## src/design/rom_pin_mux_pkg.sv

```systemverilog
// constants, pin map and config layout for the rom buffer / gpio pin mux
package rom_pin_mux_pkg;
    // --------------------------------------------------------------------
    // pin and group map: pin = group*8 + bit, groups are GP1,GP2,GP4..GP7
    // --------------------------------------------------------------------
    localparam int NUM_GROUPS = 6;
    localparam int NUM_PINS   = 48;
    localparam logic [2:0] GRP_ONE   = 3'h0;
    localparam logic [2:0] GRP_TWO   = 3'h1;
    localparam logic [2:0] GRP_FOUR  = 3'h2;
    localparam logic [2:0] GRP_FIVE  = 3'h3;
    localparam logic [2:0] GRP_SIX   = 3'h4;
    localparam logic [2:0] GRP_SEVEN = 3'h5;
    // register indices as seen through the index/data pair
    localparam logic [3:0] IDX_GP1 = 4'h1;
    localparam logic [3:0] IDX_GP2 = 4'h2;
    localparam logic [3:0] IDX_GP4 = 4'h4;
    localparam logic [3:0] IDX_GP5 = 4'h5;
    localparam logic [3:0] IDX_GP6 = 4'h6;
    localparam logic [3:0] IDX_GP7 = 4'h7;
    // special pins
    localparam int ROM_SEL_PIN = 27;
    localparam int ROM_OE_PIN  = 28;
    localparam int RD_BASE     = 32;
    localparam int SER2_BASE   = 40;
    // pin class masks
    localparam logic [47:0] IMPL_MASK    = 48'hFFFF_FFFF_3FFF;
    localparam logic [47:0] SHARED_MASK  = 48'hFFFF_FFFF_0000;
    localparam logic [47:0] SER2_MASK    = 48'hFF00_0000_0000;
    localparam logic [47:0] IN_ALT1_MASK = 48'h0000_0000_0203;
    localparam logic [47:0] IN_ALT2_MASK = 48'h0000_0000_0206;
    localparam logic [47:0] KBC_A1_MASK  = 48'h0000_0000_2000;
    localparam logic [47:0] KBC_A2_MASK  = 48'h00FC_0000_0100;
    // --------------------------------------------------------------------
    // per-pin configuration
    // --------------------------------------------------------------------
    typedef struct packed {
        logic open_drain;
        logic alt_second;
        logic alt_sel;
        logic int_en;
        logic invert;
        logic dir_in;
    } pin_cfg_s;
    localparam pin_cfg_s CFG_RESET = 6'h01;
    localparam int       KBC_PULSE_CLKS = 3;
    localparam logic [1:0] KBC_PULSE_LOAD = 2'h3;
endpackage

```

## src/design/rom_buffer_gpio_pin_mux.sv

```systemverilog
// rom data transceiver, keyboard port pin drive and gpio pin multiplexing
`timescale 1ns/1ps
// Functional notes
// RULE1: select low: direction picks rom/system transfer
// RULE2: alternate rom pins keep alternate value outbound
// RULE3: output enable alternate makes rom bus read-only
// RULE4: read-only: every rom pin copied to system
// RULE5: select alternate: rom bus floats, isolated
// RULE6: keyboard port: 0 drives low, 1 pulses high
// RULE7: open drain keyboard port: 1 tristates pin
// RULE8: keyboard port ignores direction and polarity bits
// RULE9: rom pins 2-7 offer keyboard port bits
// RULE10: reset makes all gpio plain inputs
// RULE11: fourteen dedicated ports in two registers
// RULE12: first group alternates as listed
// RULE13: second group six bits, listed alternates
// RULE14: three input-type alternates, rest outputs
// RULE15: shared pins default original, switchable gpio
// RULE16: ide chip selects default original decoding
// RULE17: board uses port bit 21 gate, 20 reset
// RULE18: software keeps select high while reprogramming
// RULE19: config nibble: alt, int, invert, direction
// RULE20: original function ignores inversion
// RULE21: second serial pins high-z until enabled
// RULE22: rom drivers only original, selected, outbound
// RULE23: system bus released unless rom read
module rom_buffer_gpio_pin_mux (
    input  wire logic                       ref_clk_i,
    input  wire logic                       srst_i,
    input  wire logic                       reg_wr_i,
    input  wire logic [3:0]                 reg_index_i,
    input  wire logic [7:0]                 reg_wdata_i,
    output logic      [7:0]                 reg_rdata_o,
    input  wire logic                       cfg_wr_i,
    input  wire logic [5:0]                 cfg_pin_i,
    input  rom_pin_mux_pkg::pin_cfg_s       cfg_wdata_i,
    input  wire logic [47:0]                pin_i,
    output logic      [47:0]                pin_o,
    output logic      [47:0]                pin_oe_n_o,
    output logic      [47:0]                func_in_o,
    input  wire logic [47:0]                alt1_out_i,
    input  wire logic [47:0]                alt2_out_i,
    input  wire logic [47:0]                orig_out_i,
    input  wire logic [47:0]                orig_drive_i,
    input  wire logic                       serial2_en_i,
    input  wire logic                       rom_buffer_direction_i,
    input  wire logic [7:0]                 system_data_bus_i,
    output logic      [7:0]                 system_data_bus_o,
    output logic                            system_data_bus_oe_n_o
);
    import rom_pin_mux_pkg::*;

    // --------------------------------------------------------------------
    // input synchronisers
    // --------------------------------------------------------------------
    logic [47:0] pin_s1_q;
    logic [47:0] pin_s2_q;
    logic [7:0]  sd_s1_q;
    logic [7:0]  sd_s2_q;
    logic        dir_s1_q;
    logic        dir_s2_q;

    always_ff @(posedge ref_clk_i) begin
        pin_s1_q <= pin_i;
        pin_s2_q <= pin_s1_q;
        sd_s1_q  <= system_data_bus_i;
        sd_s2_q  <= sd_s1_q;
        dir_s1_q <= rom_buffer_direction_i;
        dir_s2_q <= dir_s1_q;
    end

    // --------------------------------------------------------------------
    // configuration and port data registers
    // --------------------------------------------------------------------
    pin_cfg_s    cfg_q [NUM_PINS];
    logic [47:0] data_q;
    logic [2:0]  grp;
    logic        grp_ok;

    always_comb begin
        grp_ok = 1'b1;
        case (reg_index_i)
            IDX_GP1: grp = GRP_ONE;
            IDX_GP2: grp = GRP_TWO;
            IDX_GP4: grp = GRP_FOUR;
            IDX_GP5: grp = GRP_FIVE;
            IDX_GP6: grp = GRP_SIX;
            IDX_GP7: grp = GRP_SEVEN;
            default: begin
                grp    = GRP_ONE;
                grp_ok = 1'b0;
            end
        endcase
    end

    always_ff @(posedge ref_clk_i) begin
        if (srst_i) begin
            for (int p = 0; p < NUM_PINS; p++) begin
                cfg_q[p] <= CFG_RESET; // [RULE10] [RULE15]
            end
        end else if (cfg_wr_i && cfg_pin_i < 6'(NUM_PINS)) begin
            cfg_q[cfg_pin_i] <= cfg_wdata_i; // [RULE19]
        end
    end

    // gp2 bits 6 and 7 do not exist: writes dropped, reads zero
    always_ff @(posedge ref_clk_i) begin
        if (srst_i) begin
            data_q <= '0;
        end else if (reg_wr_i && grp_ok) begin
            data_q[grp*8 +: 8] <= reg_wdata_i & IMPL_MASK[grp*8 +: 8]; // [RULE11] [RULE13]
        end
    end

    // --------------------------------------------------------------------
    // rom transceiver control
    // --------------------------------------------------------------------
    logic sel_int_n;
    logic oe_alt;
    logic rd_to_sd;
    logic sd_to_rd;

    // select reads the pin only in its original role; software must hold it
    // high while rom pins are being moved to other functions
    assign sel_int_n = cfg_q[ROM_SEL_PIN].alt_sel ? 1'b1 : pin_s2_q[ROM_SEL_PIN]; // [RULE5] [RULE18]
    assign oe_alt    = cfg_q[ROM_OE_PIN].alt_sel; // [RULE3]
    assign rd_to_sd  = !sel_int_n && (!dir_s2_q || oe_alt); // [RULE1] [RULE3] [RULE4]
    assign sd_to_rd  = !sel_int_n && dir_s2_q && !oe_alt; // [RULE1] [RULE22]

    // --------------------------------------------------------------------
    // keyboard port drive pulse, one counter per pin
    // --------------------------------------------------------------------
    logic [47:0] kbc_val;
    logic [47:0] kbc_mode;
    logic [47:0] kbc_prev_q;
    logic [1:0]  kbc_cnt_q [NUM_PINS];
    logic [47:0] kbc_pulse;

    for (genvar p = 0; p < NUM_PINS; p++) begin : g_kbc
        assign kbc_mode[p]  = (KBC_A2_MASK[p] && cfg_q[p].alt_sel && cfg_q[p].alt_second) ||
                              (KBC_A1_MASK[p] && cfg_q[p].alt_sel && !cfg_q[p].alt_second); // [RULE9] [RULE13]
        assign kbc_val[p]   = cfg_q[p].alt_second ? alt2_out_i[p] : alt1_out_i[p];
        assign kbc_pulse[p] = kbc_val[p] && (!kbc_prev_q[p] || kbc_cnt_q[p] != 2'h0);
        always_ff @(posedge ref_clk_i) begin
            if (srst_i) begin
                kbc_prev_q[p] <= 1'b0;
                kbc_cnt_q[p]  <= 2'h0;
            end else begin
                kbc_prev_q[p] <= kbc_val[p] && kbc_mode[p];
                if (kbc_mode[p] && kbc_val[p] && !kbc_prev_q[p]) begin
                    kbc_cnt_q[p] <= KBC_PULSE_LOAD; // [RULE6]
                end else if (kbc_cnt_q[p] != 2'h0) begin
                    kbc_cnt_q[p] <= kbc_cnt_q[p] - 2'h1;
                end
            end
        end
    end

    // --------------------------------------------------------------------
    // per-pin function select
    // --------------------------------------------------------------------
    logic [47:0] pin_d;
    logic [47:0] oe_n_d;
    logic [7:0]  rdata_d;

    always_comb begin
        logic shared;
        logic orig;
        logic gpio;
        logic alt1;
        logic alt_in;
        logic av;
        // defaults give the per-pin temporaries a value once, before the pin loop assigns them for every pin
        shared = 1'b0;
        orig   = 1'b0;
        gpio   = 1'b0;
        alt1   = 1'b0;
        alt_in = 1'b1;
        av     = 1'b0;
        for (int p = 0; p < NUM_PINS; p++) begin
            shared = SHARED_MASK[p];
            orig   = shared && !cfg_q[p].alt_sel; // [RULE15] [RULE16]
            gpio   = shared ? (cfg_q[p].alt_sel && !cfg_q[p].alt_second) : !cfg_q[p].alt_sel;
            alt1   = !shared && cfg_q[p].alt_sel && !cfg_q[p].alt_second;
            alt_in = alt1 ? IN_ALT1_MASK[p] : IN_ALT2_MASK[p]; // [RULE14]
            av     = alt1 ? alt1_out_i[p] : alt2_out_i[p]; // [RULE12]
            pin_d[p]  = 1'b0;
            oe_n_d[p] = 1'b1;
            if (!IMPL_MASK[p]) begin
                oe_n_d[p] = 1'b1;
            end else if (orig) begin
                // original role never inverts
                if (p >= RD_BASE && p < RD_BASE + 8) begin
                    pin_d[p]  = sd_s2_q[p - RD_BASE];
                    oe_n_d[p] = !sd_to_rd; // [RULE22] [RULE20]
                end else if (p == ROM_OE_PIN) begin
                    pin_d[p]  = !rd_to_sd;
                    oe_n_d[p] = 1'b0;
                end else if (p == ROM_SEL_PIN) begin
                    oe_n_d[p] = 1'b1;
                end else if (SER2_MASK[p]) begin
                    pin_d[p]  = orig_out_i[p];
                    oe_n_d[p] = !(orig_drive_i[p] && serial2_en_i); // [RULE21]
                end else begin
                    pin_d[p]  = orig_out_i[p];
                    oe_n_d[p] = !orig_drive_i[p];
                end
            end else if (gpio) begin
                pin_d[p]  = data_q[p] ^ cfg_q[p].invert;
                oe_n_d[p] = cfg_q[p].dir_in; // [RULE10] [RULE19]
            end else if (kbc_mode[p]) begin
                // direction and polarity bits are not looked at here
                pin_d[p]  = kbc_val[p]; // [RULE8]
                if (!kbc_val[p]) begin
                    oe_n_d[p] = 1'b0; // [RULE6] [RULE7]
                end else begin
                    oe_n_d[p] = cfg_q[p].open_drain || !kbc_pulse[p]; // [RULE6] [RULE7]
                end
            end else begin
                pin_d[p]  = av;
                oe_n_d[p] = alt_in; // [RULE2] [RULE14]
            end
        end
        rdata_d = '0;
        if (grp_ok) begin
            for (int b = 0; b < 8; b++) begin
                if (cfg_q[grp*8 + b].dir_in) begin
                    rdata_d[b] = pin_s2_q[grp*8 + b] ^ cfg_q[grp*8 + b].invert;
                end else begin
                    rdata_d[b] = data_q[grp*8 + b];
                end
            end
            rdata_d = rdata_d & IMPL_MASK[grp*8 +: 8];
        end
    end

    // --------------------------------------------------------------------
    // registered outputs
    // --------------------------------------------------------------------
    always_ff @(posedge ref_clk_i) begin
        if (srst_i) begin
            pin_o      <= '0;
            pin_oe_n_o <= '1;
            func_in_o  <= '0;
        end else begin
            pin_o      <= pin_d;
            pin_oe_n_o <= oe_n_d;
            func_in_o  <= pin_s2_q;
        end
    end

    // the copy takes every rom pin, alternate ones included
    always_ff @(posedge ref_clk_i) begin
        if (srst_i) begin
            system_data_bus_o      <= '0;
            system_data_bus_oe_n_o <= 1'b1;
            reg_rdata_o            <= '0;
        end else begin
            system_data_bus_o      <= pin_s2_q[RD_BASE +: 8]; // [RULE4]
            system_data_bus_oe_n_o <= !rd_to_sd; // [RULE23]
            reg_rdata_o            <= rdata_d;
        end
    end

    // --------------------------------------------------------------------
    // checks
    // --------------------------------------------------------------------
    a_sd_release: assert property (@(posedge ref_clk_i) disable iff (srst_i) // [RULE23]
        !rd_to_sd |=> system_data_bus_oe_n_o) else $error("system bus driven outside rom read");
    a_rd_copy: assert property (@(posedge ref_clk_i) disable iff (srst_i) // [RULE4]
        rd_to_sd |=> !system_data_bus_oe_n_o && system_data_bus_o == $past(pin_s2_q[39:32]))
        else $error("rom pins not copied to system bus");
    a_sd_to_rd: assert property (@(posedge ref_clk_i) disable iff (srst_i) // [RULE1]
        sd_to_rd && !cfg_q[RD_BASE].alt_sel |=> !pin_oe_n_o[RD_BASE] && pin_o[RD_BASE] == $past(sd_s2_q[0]))
        else $error("system data not driven to rom pin");
    a_alt_keep: assert property (@(posedge ref_clk_i) disable iff (srst_i) // [RULE2]
        sd_to_rd && cfg_q[RD_BASE].alt_sel && cfg_q[RD_BASE].alt_second |=> pin_o[RD_BASE] == $past(alt2_out_i[RD_BASE]))
        else $error("alternate rom pin took system data");
    a_oe_readonly: assert property (@(posedge ref_clk_i) disable iff (srst_i) // [RULE3]
        oe_alt && !sel_int_n && !cfg_q[RD_BASE + 1].alt_sel |=> !system_data_bus_oe_n_o && pin_oe_n_o[RD_BASE + 1])
        else $error("read-only rom bus misbehaves");
    a_sel_float: assert property (@(posedge ref_clk_i) disable iff (srst_i) // [RULE5]
        cfg_q[ROM_SEL_PIN].alt_sel && !cfg_q[RD_BASE + 1].alt_sel |=> system_data_bus_oe_n_o && pin_oe_n_o[RD_BASE + 1])
        else $error("rom bus not isolated");
    a_kbc_low: assert property (@(posedge ref_clk_i) disable iff (srst_i) // [RULE6]
        kbc_mode[34] && !alt2_out_i[34] |=> !pin_oe_n_o[34] && !pin_o[34]) else $error("port zero not driven low");
    a_kbc_release: assert property (@(posedge ref_clk_i) disable iff (srst_i) // [RULE6]
        (kbc_mode[34] && alt2_out_i[34])[*5] |=> pin_oe_n_o[34]) else $error("port high drive not released");
    a_kbc_odrain: assert property (@(posedge ref_clk_i) disable iff (srst_i) // [RULE7]
        kbc_mode[34] && cfg_q[34].open_drain && alt2_out_i[34] |=> pin_oe_n_o[34])
        else $error("open drain port drove high");
    a_reset_input: assert property (@(posedge ref_clk_i) disable iff (srst_i) // [RULE10]
        $past(srst_i) |-> pin_oe_n_o[15:0] == 16'hFFFF) else $error("gpio not input after reset");
    a_ser2_hiz: assert property (@(posedge ref_clk_i) disable iff (srst_i) // [RULE21]
        !serial2_en_i && !cfg_q[SER2_BASE].alt_sel |=> pin_oe_n_o[SER2_BASE]) else $error("serial pin driven early");
    a_orig_noinvert: assert property (@(posedge ref_clk_i) disable iff (srst_i) // [RULE20]
        !cfg_q[19].alt_sel && orig_drive_i[19] |=> !pin_oe_n_o[19] && pin_o[19] == $past(orig_out_i[19]))
        else $error("original pin output inverted");
    a_kbc_dir_ignored: assert property (@(posedge ref_clk_i) disable iff (srst_i) // [RULE8]
        kbc_mode[34] && cfg_q[34].dir_in && !alt2_out_i[34] |=> !pin_oe_n_o[34])
        else $error("port pin obeyed direction bit");
endmodule

```

## config.mk

```make
export PLATFORM = sky130hd
export DESIGN_NAME = rom_buffer_gpio_pin_mux
export DESIGN_NICKNAME = d
export VERILOG_FILES = /design/src/design/rom_pin_mux_pkg.sv /design/src/design/rom_buffer_gpio_pin_mux.sv
export SDC_FILE = /design/constraint.sdc
export NUM_CORES = 1
export LEC_CHECK = 0
export BUFFER_PORTS_ARGS = -buffer_cell sky130_fd_sc_hd__buf_2
export CELL_PAD_IN_SITES_DETAIL_PLACEMENT = 1
export CELL_PAD_IN_SITES_GLOBAL_PLACEMENT = 1
export CORE_UTILIZATION = 46
export DETAILED_ROUTE_END_ITERATION = 8
export PLACE_DENSITY_LB_ADDON = 0.1
export SLEW_MARGIN = 5
export SYNTH_ARGS = -nofsm -noshare
export SYNTH_HDL_FRONTEND = slang
export SYNTH_SLANG_ARGS = --single-unit
```

## constraint.sdc

```tcl
create_clock -name ref_clk_i -period 4.15 [get_ports ref_clk_i]
set_clock_uncertainty 0.05 [all_clocks]
set_input_delay 0.6225 -clock ref_clk_i [delete_from_list [all_inputs] [get_ports ref_clk_i]]
set_output_delay 0.6225 -clock ref_clk_i [all_outputs]
set_load 0.005 [all_outputs]
```

Word level (Yosys, flattened, before mapping)
Memories as Yosys holds them, arrays and structs flattened.
Cells that the tools add are included.
Word-level totals
  bits in latches: 0
  memory bits (read-only): 0
  RAM bits: 384
  logic and storage cells: 958
  memories: 2
  bits in registers: 331
  output and inout port bits: 161
  input port bits: 278
Operators by class
  $add $sub $neg: 56
  shift operators: 3
  multiply operators: 0
  equality and inequality tests: 6
  div/mod/pow operators: 0
  bitwise logic cells: 114
  $lt $le $gt $ge: 9
  reduce and logical (&&, ||, !) cells: 250
  muxes and demuxes: 491
Memories
  cfg_q: depth 48, width 6, rd ports 54, clocked after Yosys merged registers in 0, write ports 48, line rom_buffer_gpio_pin_mux.sv:75  | pin_cfg_s cfg_q [NUM_PINS];
  kbc_cnt_q: depth 48, width 2, rd ports 48, clocked after Yosys merged registers in 0, write ports 48, line rom_buffer_gpio_pin_mux.sv:136  | logic [1:0] kbc_cnt_q [NUM_PINS];
Operators by type and width (number)
  $mux W1: 415
  $mux W2: 56
  $reduce_bool A2 Y1: 48
  $sub A2 B1 Y2 const B: 48
  $logic_and A1 B1 Y1: 90
  $logic_not A1 Y1: 89
  $bmux W1 S6: 14
  $or A1 B1 Y1: 56
  $xor A1 B1 Y1: 54
  $lt A7 B7 Y1 const B: 7
  $bwmux W48: 1
  $shift A8 B34 Y48 const A: 1
  $shiftx A48 B7 Y8 const A: 1
  $shiftx A8 B34 Y48: 1
  $neg A6 Y34: 1
  $add A6 B3 Y7 const B: 4
  $logic_or A1 B1 Y1: 17
  $and A8 B8 Y8: 2
  $eq A4 B3 Y1 const B: 4
  $pmux W3 S5: 1
  $add A6 B2 Y7 const B: 2
  $mux W6: 2
  $reduce_or A6 Y1: 2
  $reduce_or A2 Y1: 4
  7 further kinds: 9

Longest topological paths before layout
An unclocked memory read counts as a cell.
  word-level depth: 10
  gate-level depth with buffers: 12
  gate-level depth less buffers: 9

Worst setup path after synthesis
OpenSTA, ideal clock, no wires.
  path kind: input to register
  from: in reg_index_i[0]
  to: reg data_q[47]
  buffers on the path: 3
  cell stages on the path: 12
  required time: 3972 ps
  setup time: 128 ps
  arrival time: 2863 ps
  slack: 1109 ps
  cells stage by stage: buf_6 -> nor4b_4 -> a31o_4 -> inv_2 -> buf_6 -> ha_1 -> ha_1 -> nor3b_1 -> nor4b_1 -> buf_4 -> mux2i_1 -> nor2_1
Between the ends
  word-level cells in the longest chain between the ends: 6
  elaborated cells on any way between the ends: 16
Ends and longest elaborated chain
  start: declaration: line rom_buffer_gpio_pin_mux.sv:31  | input wire logic [3:0] reg_index_i,
  $eq A4 B3 Y1 or $eq A4 B2 Y1 (tied branches): line rom_buffer_gpio_pin_mux.sv:82  | case (reg_index_i)
  $pmux W3 S5: line rom_buffer_gpio_pin_mux.sv:82
  $shiftx A48 B7 Y8: line rom_buffer_gpio_pin_mux.sv:111  | data_q[grp*8 +: 8] <= reg_wdata_i & IMPL_MASK[grp*8 +: 8];
  $and A8 B8 Y8: line rom_buffer_gpio_pin_mux.sv:111
  $shiftx A8 B34 Y48: line rom_buffer_gpio_pin_mux.sv:111
  $bwmux W48: line rom_buffer_gpio_pin_mux.sv:111
  end signal: indexed assignment: line rom_buffer_gpio_pin_mux.sv:111
  end: declaration: line rom_buffer_gpio_pin_mux.sv:76  | logic [47:0] data_q;
Several ways; a longest one is shown, not always the timed one.
A chain may end at the register's enable or synchronous reset.

Worst setup path in the final report
  from: in reg_index_i[1]
  to: reg data_q[4]
Same word-level chain as after synthesis.

==> run_results.csv <==
group,metric,value,unit
sta,setup_viol,0,
worst_setup_path,critPathKind,"input pin to flip-flop",
placement,dp.final_hpwl,44900,microns
yosys,synth.most_common_cell,"dfxtp_1",
clocking,cts_buffer_depth,3,
yosys,syn_area_per_cell,11.7,sq um
sta,setup_tns,0,ps
drt,routedWlPerCell,22.9,microns
yosys,ys_top_cells_by_area,"edfxtp_1 (33%), dfxtp_1 (30%), mux2i_1 (4.3%)",
placement,routabilityCongestion,0.891,
worst_setup_path,slowest_stage,"nand4_2",
floorplanning,initial_core_util,0.467,
floorplanning,die_w,217,microns
clocking,postCtsSetupBuffers,0,
global_route,grt_remaining_overflow,0,
global_route,grt_start_max_net_pins,129,
worst_setup_path,required,4570,ps
clocking,cts_root_buffer,"clkbuf_16",
yosys,netlist_instances,1809,
clocking,cts-resized-gates,0,
final_layout,final_cell_area,25400,sq um
drt,drt-initial-drc-count,1037,
global_route,use_met2,0.468,
yosys,yosys_warnings,0,
final_layout,layoutNonFillerInstCount,2797,
final_layout,multi_input_area,7250,sq um
power,p_leak,0.0109,uW
floorplanning,row_count,78,
global_route,use_met3,0.0441,
yosys,yosysSeqAreaShare,0.628,
global_route,grt_usage,0.271,
global_route,grt.busiest_layer,"met2",
final_layout,drive_gt1_frac,0.243,
worst_setup_path,path_delay_family,"simple AND/OR/NAND/NOR gates",
power,power.density,496,nW/um^2
drt,vias,15100,
clocking,clk_latency,620,ps
yosys,ys_async_sr_fraction,0,
worst_setup_path,crit_buf_inv,2,
drt,totalWireLength,64000,microns
global_route,grtUsageMet1,0.351,
job,drv_cap,0,
placement,portBuffers,345,
sta,worst_hold_slack,51.3,ps
worst_setup_path,cp_max_fo,22,
yosys,synth_top_area_cell,"edfxtp_1",
worst_setup_path,slowest_delay,460,ps
final_layout,fin_nets,2434,
global_route,antenna_found_initial,10,
global_route,first_global_vias,15800,
clocking,cts-hold-fix-buffers,0,
worst_setup_path,worstPathCellList,"buf_2 -> nor4b_4 -> a31o_4 -> inv_2 -> ha_1 -> ha_1 -> nor3b_1 -> nand4_2 -> mux2i_1 -> nor2_1",
sta,finalCritPeriodShare,0.728,
yosys,ys_types,67,
run_status,status,"completed",
drt,drc,0,
clocking,htreeDepth,2,
yosys,ys.flop_type,"dfxtp_1",
floorplanning,dieArea,46900,sq um
yosys,synth_edf_count,230,
sta,min_period,3020,ps
clocking,cts_buffers,56,
placement,dp_cells,2687,
floorplanning,core-area,45400,sq um
floorplanning,die_h,217,microns
final_layout,nFillCells,4823,
sta,rsz0062_at_grt,"no",
sta,hold_viol,0,
floorplanning,io_pins,439,
drt,drtAntennaViolNets,0,
drt,avgViaCountPerCell,5.42,
yosys,netlist.area_leader.share,0.326,
global_route,grt_pass1_wl,94900,microns
yosys,synth_seq_cells,549,
worst_setup_path,cp-start-kind,"input pin",
drt,drtPass1Iterations,6,
sta,fmax,331,MHz
final_layout,syn2layout_area_growth,20.0,%
placement,place_area,23500,sq um
worst_setup_path,worstPathArrival,3450,ps
worst_setup_path,crit_top_cell,"ha_1",
yosys,synthTopCellsByCount,"dfxtp_1 (319), edfxtp_1 (230), nor2_1 (134), and3_1 (111), mux2i_1 (91)",
sta,worst_slew_pin_slew,1110,ps
clocking,clk_pin_slew,60,ps
hold_path,hold_path_class,"input pin to flip-flop",
sta,drv_slew,0,
sta,slew_headroom,0.260,
clocking,cts_sinks,549,
final_layout,register_area,13300,sq um
power,vdd_drop_max,0.388,mV
yosys,syn_area,21200,sq um
clocking,cts_tree,"built",
worst_setup_path,worstSetupEndpointType,"flip-flop",
-- layout make-up --
| type | count | area share |
|---|---|---|
| inverter | 62 | 0.00915 |
| multi-input combinational | 1105 | 0.285 |
| antenna | 4 | 0.000394 |
| clock buffer | 88 | 0.0704 |
| timing repair buffer | 371 | 0.0765 |
| sequential | 549 | 0.523 |
| clock inverter | 18 | 0.00615 |
| tap | 600 | 0.0295 |
-- placed cells by master (no fill, tap or decap), drive strengths merged, types with 36 or more instances in the layout --
cell type,netlist,routed
nor2b,53,53
or2,36,36
xnor2,64,64
and2,44,44
dfxtp,319,319
nand2,85,85
nor2,136,136
buf,33,371
a21o,44,44
clkbuf,80,88
a21oi,62,62
mux2i,91,91
edfxtp,230,230
inv,62,65
and3,111,111
o21ai,75,75
-- power by group --
group,total (uW),internal (uW),switching [uW]
clock,5220,3090,2130
sequential,6190,6000,189
combinational,1190,507,680
total,12600,9600,3000
-- worst register-to-register path, cell delays in order (launching register included) --
cell and delay, ps:
edfxtp_1 410, xnor2_1 140, nand2_1 60, o21ai_0 140, o21ai_0 370, a22oi_1 210, o32ai_1 550
-- stage by stage --
stage | total power, uW | util | worst slack (ps)
after global routing | 13100 | 0.560 | 997
after detailed placement | 7480 | 0.517 | 546
after floorplan | 6940 | - | 1110
after global placement | 7400 | 0.517 | 654
after CTS | 12700 | 0.560 | 1190
final | 12600 | 0.560 | 1130
-- sequential cells by signal, indices dropped and copies added (netlist names), 16 cells and up --
register and count:
cfg_q 214, data_q 48, func_in_o 41, kbc_cnt_q 16, pin_o 46, pin_oe_n_o 46
pin_s1_q 48, pin_s2_q 48
-- metal layers --
metal  wire [microns]  vias to the layer above  part of all wire
met3             3380                      104             0.053
met1            27500                     7615              0.43
met4             1290                       18             0.020
li1                 -                     7010                 -
met2            31700                      402              0.50
met5              115                        -            0.0018
-- path summary, 6_finish.rpt --
kind / start / end / slack, ps / cells after the start
setup / recovery: reg_index_i[1] / data_q[4] / 1130 / 10
hold / removal: pin_i[3] / pin_s1_q[3] / 50 / 1
setup reg to reg: cfg_q[6][1] / reg_rdata_o[6] / 2030 / 6
hold reg to reg: pin_s1_q[44] / pin_s2_q[44] / 270 / 0
-- logic make-up (layout without fill, tap and decap cells) --
logic type / count (synthesis) / in the layout / share of synthesized area
xor+xnor: 85 / 85 / 0.0351
other cells: 2 / 26 / 0.000355
flops: 549 / 549 / 0.628
simple gates: 605 / 605 / 0.158
mux: 103 / 103 / 0.0494
fa+ha+maj: 11 / 11 / 0.00650
compound gates: 279 / 279 / 0.0877
buf+inv: 175 / 539 / 0.0354
Power figures use the tool's default switching activity.
